File: config.mk
export PLATFORM = sky130hd
export DESIGN_NAME = emb_bus
export DESIGN_NICKNAME = d
export VERILOG_FILES = /design/src/rtl/emb_pkg.sv /design/src/rtl/emb_bus.sv
export SDC_FILE = /design/constraint.sdc
export NUM_CORES = 1
export LEC_CHECK = 0
export BUFFER_PORTS_ARGS = -buffer_cell sky130_fd_sc_hd__buf_2
export CORE_ASPECT_RATIO = 2
export CORE_UTILIZATION = 56
export DETAILED_ROUTE_END_ITERATION = 10
export GPL_ROUTABILITY_DRIVEN = 0
export PLACE_DENSITY = 0.9
export SLEW_MARGIN = 10
export SYNTH_ARGS = -nofsm -noshare
export SYNTH_HDL_FRONTEND = slang
export SYNTH_SLANG_ARGS = --single-unit
File: constraint.sdc
create_clock -name core_clk_in -period 4.3 [get_ports core_clk_in]
set_input_delay 0.86 -clock core_clk_in [delete_from_list [all_inputs] [get_ports core_clk_in]]
set_output_delay 0.86 -clock core_clk_in [all_outputs]
set_load 0.02 [all_outputs]
File: src/rtl/emb_pkg.sv
// constants and types shared by the external memory bus interface
package emb_pkg;
  // ------------------------------------------------------------
  // timing
  // ------------------------------------------------------------
  localparam int          CLK_PERIOD_NS    = 50;
  localparam int          CLOCKS_PER_MC    = 4;
  localparam int          RESET_HOLD_MC    = 2;
  localparam int          RESET_HOLD_CLKS  = RESET_HOLD_MC * CLOCKS_PER_MC;
  localparam logic [1:0]  PHASE_ADDR       = 2'h0;
  localparam logic [1:0]  PHASE_LATCH      = 2'h1;
  localparam logic [1:0]  PHASE_LAST       = 2'h3;
  // ------------------------------------------------------------
  // data-space move length and on-chip sram window
  // ------------------------------------------------------------
  localparam logic [3:0]  MOVE_MC_MIN      = 4'h2;
  localparam logic [3:0]  MOVE_MC_MAX      = 4'h9;
  localparam logic [15:0] SRAM_TOP_ADDR    = 16'h03ff;
  localparam logic        SRAM_EN_RESET    = 1'b0;
  // ------------------------------------------------------------
  // types
  // ------------------------------------------------------------
  typedef enum logic [1:0] {
    EMB_FETCH,
    EMB_CODE_MOVE,
    EMB_DATA_READ,
    EMB_DATA_WRITE
  } emb_kind_t;
endpackage

File: src/rtl/emb_bus.sv
// external program/data memory bus engine with multiplexed address/data port
// ------------------------------------------------------------
// ------------------------------------------------------------
`timescale 1ns/1ps
module emb_bus (
  input  wire logic              core_clk_in,          // 20 MHz clock
  input  wire logic              reset_in,             // async reset, high
  input  wire logic              req_valid_in,         // access request
  input  wire emb_pkg::emb_kind_t req_kind_in,         // kind of access
  input  wire logic [15:0]       req_addr_in,          // access address
  input  wire logic [7:0]        req_wdata_in,         // write data
  output logic                   req_ready_out,        // request taken when high
  output logic                   done_out,             // access finished pulse
  output logic                   internal_hit_out,     // move served on chip pulse
  output logic [7:0]             rdata_out,            // byte read
  input  wire logic [3:0]        move_cycles_in,       // move length in mc
  input  wire logic              sram_enable_wr_in,    // load sram enable bit
  input  wire logic              sram_enable_val_in,   // value to load
  output logic                   onchip_sram_enable_out, // current sram enable
  input  wire logic              wait_enable_in,       // stretch feature on
  input  wire logic              stretch_pin_in,       // pin level, low = wait
  input  wire logic              gp_stretch_out_in,    // general port drive value
  input  wire logic              gp_stretch_oe_in,     // general port drive enable
  output logic                   stretch_pin_out,      // pin output value
  output logic                   stretch_pin_oe_out,   // pin output enable
  input  wire logic              external_fetch_select_in, // board strap, held low
  output logic                   ale_out,              // address latch strobe
  output logic                   program_fetch_strobe_n_out, // code read strobe
  output logic                   read_strobe_n_out,    // data read strobe
  output logic                   write_strobe_n_out,   // data write strobe
  input  wire logic [7:0]        low_addr_data_port_in,  // low port input
  output logic [7:0]             low_addr_data_port_out, // low port output
  output logic                   low_addr_data_port_oe_out, // low port enable
  output logic [7:0]             high_addr_port_out    // upper address
);
  import emb_pkg::*;

  typedef enum logic [1:0] {EMB_IDLE, EMB_ADDR, EMB_STROBE} emb_state_t;

  emb_state_t  state, next_state;
  emb_kind_t   kind;
  logic [1:0]  phase;
  logic [3:0]  mc_cnt;
  logic [3:0]  move_len;
  logic [15:0] addr;
  logic [7:0]  wdata;
  logic        mc_end;
  logic        is_data;
  logic        wait_hold;
  logic        take;
  logic        hit;
  logic        finish;

  function automatic logic [3:0] clamp_len(input logic [3:0] v);
    if (v < MOVE_MC_MIN) begin
      return MOVE_MC_MIN;
    end
    if (v > MOVE_MC_MAX) begin
      return MOVE_MC_MAX;
    end
    return v;
  endfunction

  // ------------------------------------------------------------
  // machine cycle divider
  // ------------------------------------------------------------
  // four clocks each
  always_ff @(posedge core_clk_in or posedge reset_in) begin
    if (reset_in) begin
      phase <= PHASE_ADDR;
    end else begin
      phase <= phase + 2'h1;
    end
  end
  assign mc_end = (phase == PHASE_LAST);

  // ------------------------------------------------------------
  // sram enable bit
  // ------------------------------------------------------------
  // cleared at reset
  always_ff @(posedge core_clk_in or posedge reset_in) begin
    if (reset_in) begin
      onchip_sram_enable_out <= SRAM_EN_RESET;
    end else if (sram_enable_wr_in) begin
      onchip_sram_enable_out <= sram_enable_val_in;
    end
  end

  // ------------------------------------------------------------
  // sequencing
  // ------------------------------------------------------------
  assign req_ready_out = (state == EMB_IDLE) && mc_end;
  assign take          = req_valid_in && req_ready_out;
  assign is_data       = (kind == EMB_DATA_READ) || (kind == EMB_DATA_WRITE);
  // pin sampled as a synchronous level
  assign wait_hold     = wait_enable_in && !stretch_pin_in;
  // low window served on chip when enabled
  assign hit = ((req_kind_in == EMB_DATA_READ) || (req_kind_in == EMB_DATA_WRITE))
               && onchip_sram_enable_out && (req_addr_in <= SRAM_TOP_ADDR);
  // data moves end after move_len machine cycles, unless held; fetches and code moves after one
  assign finish = mc_end && (((state == EMB_ADDR) && !is_data) ||
                  ((state == EMB_STROBE) && (mc_cnt >= move_len - 4'h1) && !wait_hold));

  always_comb begin
    next_state = state;
    unique case (state)
      EMB_IDLE: begin
        if (take && !hit) begin
          next_state = EMB_ADDR;
        end
      end
      EMB_ADDR: begin
        if (mc_end) begin
          next_state = is_data ? EMB_STROBE : EMB_IDLE;
        end
      end
      EMB_STROBE: begin
        if (finish) begin
          next_state = EMB_IDLE;
        end
      end
    endcase
  end

  always_ff @(posedge core_clk_in or posedge reset_in) begin
    if (reset_in) begin
      state <= EMB_IDLE;
    end else begin
      state <= next_state;
    end
  end

  always_ff @(posedge core_clk_in or posedge reset_in) begin
    if (reset_in) begin
      kind     <= EMB_FETCH;
      addr     <= 16'h0000;
      wdata    <= 8'h00;
      move_len <= MOVE_MC_MIN;
    end else if (take) begin
      kind     <= req_kind_in;
      addr     <= req_addr_in;
      wdata    <= req_wdata_in;
      move_len <= clamp_len(move_cycles_in);
    end
  end

  // mc_cnt counts machine cycles already spent in this access
  always_ff @(posedge core_clk_in or posedge reset_in) begin
    if (reset_in) begin
      mc_cnt <= 4'h0;
    end else if (state == EMB_IDLE) begin
      mc_cnt <= 4'h0;
    end else if (mc_end && (mc_cnt != 4'hf)) begin
      mc_cnt <= mc_cnt + 4'h1;
    end
  end

  // on-chip hits answer at once; the sram array itself lives elsewhere
  always_ff @(posedge core_clk_in or posedge reset_in) begin
    if (reset_in) begin
      done_out         <= 1'b0;
      internal_hit_out <= 1'b0;
      rdata_out        <= 8'h00;
    end else begin
      done_out         <= finish || (take && hit);
      internal_hit_out <= take && hit;
      // byte sampled on the last strobe clock
      if (finish && (kind != EMB_DATA_WRITE)) begin
        rdata_out <= low_addr_data_port_in;
      end
    end
  end

  // ------------------------------------------------------------
  // bus pins, registered from the next state and phase
  // ------------------------------------------------------------
  logic [1:0] next_phase;
  assign next_phase = phase + 2'h1;

  always_ff @(posedge core_clk_in or posedge reset_in) begin
    if (reset_in) begin
      ale_out                    <= 1'b0;
      program_fetch_strobe_n_out <= 1'b1;
      read_strobe_n_out          <= 1'b1;
      write_strobe_n_out         <= 1'b1;
      low_addr_data_port_out     <= 8'h00;
      low_addr_data_port_oe_out  <= 1'b0;
      high_addr_port_out         <= 8'h00;
    end else begin
      // one clock at the start of the address cycle
      ale_out <= (next_state == EMB_ADDR) && (next_phase == PHASE_ADDR);
      // code read strobe in second half of the fetch cycle
      program_fetch_strobe_n_out <= !((next_state == EMB_ADDR) && next_phase[1]
                                      && !is_data);
      // read strobe over all strobe cycles
      read_strobe_n_out  <= !((next_state == EMB_STROBE) && (kind == EMB_DATA_READ));
      // write strobe only while data is on the port
      write_strobe_n_out <= !((next_state == EMB_STROBE) && (kind == EMB_DATA_WRITE));
      // address in the first half, then data or released
      // address held through the clock where the latch strobe falls
      if ((next_state == EMB_ADDR) && !next_phase[1]) begin
        low_addr_data_port_out    <= (state == EMB_IDLE) ? req_addr_in[7:0] : addr[7:0];
        low_addr_data_port_oe_out <= 1'b1;
      end else if ((next_state != EMB_IDLE) && (kind == EMB_DATA_WRITE)) begin
        low_addr_data_port_out    <= wdata;
        low_addr_data_port_oe_out <= 1'b1;
      end else begin
        low_addr_data_port_oe_out <= 1'b0;
      end
      // upper address steady until the next access
      if (take && !hit) begin
        high_addr_port_out <= req_addr_in[15:8];
      end
    end
  end

  // ------------------------------------------------------------
  // shared stretch pin
  // ------------------------------------------------------------
  // general drive cut off while stretch is enabled
  assign stretch_pin_oe_out = gp_stretch_oe_in && !wait_enable_in;
  assign stretch_pin_out    = gp_stretch_out_in;

  // ------------------------------------------------------------
  // checks
  // ------------------------------------------------------------
  logic [5:0] strobe_clks;
  logic       waited;
  always_ff @(posedge core_clk_in or posedge reset_in) begin
    if (reset_in) begin
      strobe_clks <= 6'h00;
      waited      <= 1'b0;
    end else if (state == EMB_IDLE) begin
      strobe_clks <= 6'h00;
      waited      <= 1'b0;
    end else if (state == EMB_STROBE) begin
      strobe_clks <= strobe_clks + 6'h01;
      waited      <= waited || (mc_end && wait_hold);
    end
  end
endmodule

==> run metrics <==
clock network power share 23.3%; Iteration-0 DRC Markers 29; Multi-input gate area 1360 sq um; sequential share of power 41.0%; CTS tree done; P_leak 1.85 nW; Starting Density 58.6%; Syn Std Cell Area 3040 sq um; layout cells sized above 1 40.2%; Worst setup SP type flip-flop; Final Skew 0.00968 ns; Post-Route WL 6260 um; final setup TNS 0 ns; first-pass GRT wire length 10,500 um; CP Capture Type flip-flop; fin cells 419; crit path to low_addr_data_port_out[1]$_DFFE_PP0P_; worst setup path start move_len[1]$_DFFE_PP1P_; net switching power 0.738 mW; status finished, final reports clean; DRC Markers 0; fillers 380; sequential cell area 1560 sq um; initial antenna violation count 0; Overflow after GRT 0; RSZ-0062 raised after global routing false; Worst R2R End low_addr_data_port_out[1]$_DFFE_PP0P_; Die Area 5740 sq um; Switching Share 33.8%; Core Box Area 5180 sq um; Final #Nets 415; CTS H-tree depth 3; crit-path cells inv_1, ha_1, xnor2_1, ha_1, o211ai_1, o21a_1, o221a_4, o22a_2, nor2b_4, mux2_4, mux2_4; Max Cap Violations 0; Skew-Pair Late Insertion Delay 0.34 ns; I/O Pins 83; crit path time final 3.02 ns; R2R setup slack 1.28 ns; internal power 1.45 mW; clk buf depth 2; clock sinks 62; Worst Setup Slack, final 1.28 ns; Stages on worst setup path 11; Area growth syn-to-layout 20.3%; Max Fclk 0.331 GHz; cts repair resizes 0; Mean Syn Cell Area 11.0 sq um; syn_nets 335; post-route ant nets 0; Synth Warn # 0; Buf+Inv Stages, Crit Path 1; Detailed Place HPWL 4630 um; Hold WC Path Type flip-flop to flip-flop; Pre-Repair DR Iteration Count 4; kind of critical path flip-flop to flip-flop; Cells after DPL 403; # setup viols final 0; chip width 54.1 um; critical path arrival 3.24 ns; clock root cell clkbuf_8; post-place setup slack 1.26 ns; Critical Path RT 4.52 ns; Total GRT Usage 25.5%; pwr dens 598 nW/um^2; post-synth cell types 46; Slew Viols, Final 0; VDD IR-drop max 0.000526 V; port bufs 79; Worst Reg2Reg Path Length in Cells 11; Post-Syn Instances 276; clk slew on worst S/H paths 0.07 ns; vias 2,283; Hold Vio Cnt, Final 0; FF+latch count, synth 62; CTS buffer count 9; Die H 106 um; combinational power share 35.8%; fin crit share 70.2%; largest net degree at the start of global routing 35; register area share after synthesis 51.3%; hold_ws 0.467 ns; hold buffer count at CTS 0; row count 37; Slew Limit Headroom 27.0%; ANT cells 0; post-CTS setup buffer count 0; vias in the first global route 2,425; crit-path max FO 8; max incr delay on CP 0.53 ns; cell family with most CP delay compound AO/OA/AOI/OAI gates; Tightest Pin Transition 1.09 ns; R2R Path Start move_len[1]$_DFFE_PP1P_; Vias/cell 5.45; Crit-path slowest cell dfstp_2; Wirelength per Cell 14.9 um
## synth_stat cells, drive strengths merged
library cell,instances,share of area [%]
xnor2,4,1.2
nor2b,2,0.66
mux2,35,15
a2bb2oi,1,0.87
a22o,1,0.29
ha,11,4.5
and4bb,1,0.41
a21oi,7,1.3
and3,3,0.62
nand2b,1,0.21
and4b,1,0.33
o21a,2,0.74
buf,6,1.4
nand3,6,0.99
nand2,80,10
dfstp,4,3.5
and2,1,0.21
nor3b,1,0.25
nor3,2,0.33
o22a,1,0.33
nand4b,1,0.29
a211o,1,0.29
a21o,1,0.25
a41oi,1,0.29
inv,13,1.6
dfrtp,58,48
o221a,1,0.66
clkbuf,7,0.87
o21ai,6,1.1
nor2,7,0.95
o32a,1,0.33
nor4,1,0.70
a31oi,3,0.62
o31ai,2,0.49
o211ai,1,0.25
nand3b,2,0.49
## area by class of cell
class	count	share of cell area, %
Inverter	13	1.34
Timing Repair Buffer	82	11.4
Sequential cell	62	42.6
Multi-Input combinational cell	188	37.3
Clock inverter	1	0.822
Tap cell	58	1.99
Clock buffer	15	4.55
## layer usage
metal	part of all wire, %	global-route usage, %	routed length [um]
met2	57	43.7	3540
met3	3.6	6.72	226
met4	3.0	14.5	187
met5	0	0	0
met1	37	26.4	2310
## flip-flops by register name (all words and copies together) (netlist names)
signal and cells:
write_strobe_n_out 1, program_fetch_strobe_n_out 1, move_len 4, wdata 8
low_addr_data_port_out 8, onchip_sram_enable_out 1, mc_cnt 4, high_addr_port_out 8
kind 2, phase 2, done_out 1, ale_out 1
internal_hit_out 1, addr 8, low_addr_data_port_oe_out 1, read_strobe_n_out 1
state 2, rdata_out 8
## power by group through the flow
stage	Sequential (mW)	Clock [mW]	Combinational, mW
5_1_grt	0.917	0.544	0.848
3_3_place_gp	0.893	0	0.750
6_report	0.895	0.508	0.782
3_5_place_dp	0.905	0	0.784
4_1_cts	0.895	0.519	0.788
2_1_floorplan	1.01	0	0.435
## layout by cell type, fill, tap and decap left out, drive strengths merged, types with 2 or more instances in the layout
cell | synthesis | final
mux2 | 35 | 35
nand3b | 2 | 2
nor2b | 2 | 2
buf | 6 | 82
o31ai | 2 | 2
a21oi | 7 | 7
xnor2 | 4 | 4
nand2 | 80 | 80
inv | 13 | 13
and3 | 3 | 3
nor2 | 7 | 7
clkbuf | 7 | 15
ha | 11 | 11
nand3 | 6 | 6
dfrtp | 58 | 58
dfstp | 4 | 4
a31oi | 3 | 3
o21ai | 6 | 6
nor3 | 2 | 2
o21a | 2 | 2
## worst min path at each step
stage | from | cells past startpoint | slack (ns) | end
floorplan | phase[0]$_DFF_PP0_ | 1 | 0.43 | phase[0]$_DFF_PP0_
global placement | phase[0]$_DFF_PP0_ | 1 | 0.44 | phase[0]$_DFF_PP0_
detailed placement | high_addr_port_out[6]$_DFFE_PP0P_ | 2 | 0.46 | high_addr_port_out[6]$_DFFE_PP0P_
CTS | phase[0]$_DFF_PP0_ | 1 | 0.47 | phase[0]$_DFF_PP0_
global route | phase[0]$_DFF_PP0_ | 1 | 0.48 | phase[0]$_DFF_PP0_
finish | phase[0]$_DFF_PP0_ | 1 | 0.47 | phase[0]$_DFF_PP0_
## logic make-up after synthesis
logic type	count (synthesis)	synth area share (%)
simple gates	109	16.4
fa+ha+maj	11	4.53
compound gates	29	7.79
mux	35	15.0
flops	62	51.3
xor+xnor	4	1.15
buf+inv	26	3.91
## per-stage QoR
step	power [mW]	area [sq um]	utilization [%]
floorplan	1.45	3040	-
global placement	1.64	3460	66.7
CTS	2.20	3650	70.5
global route	2.31	3650	70.5
detailed placement	1.69	3460	66.7
finish	2.18	3650	70.5
Power figures use the tool's default switching activity.
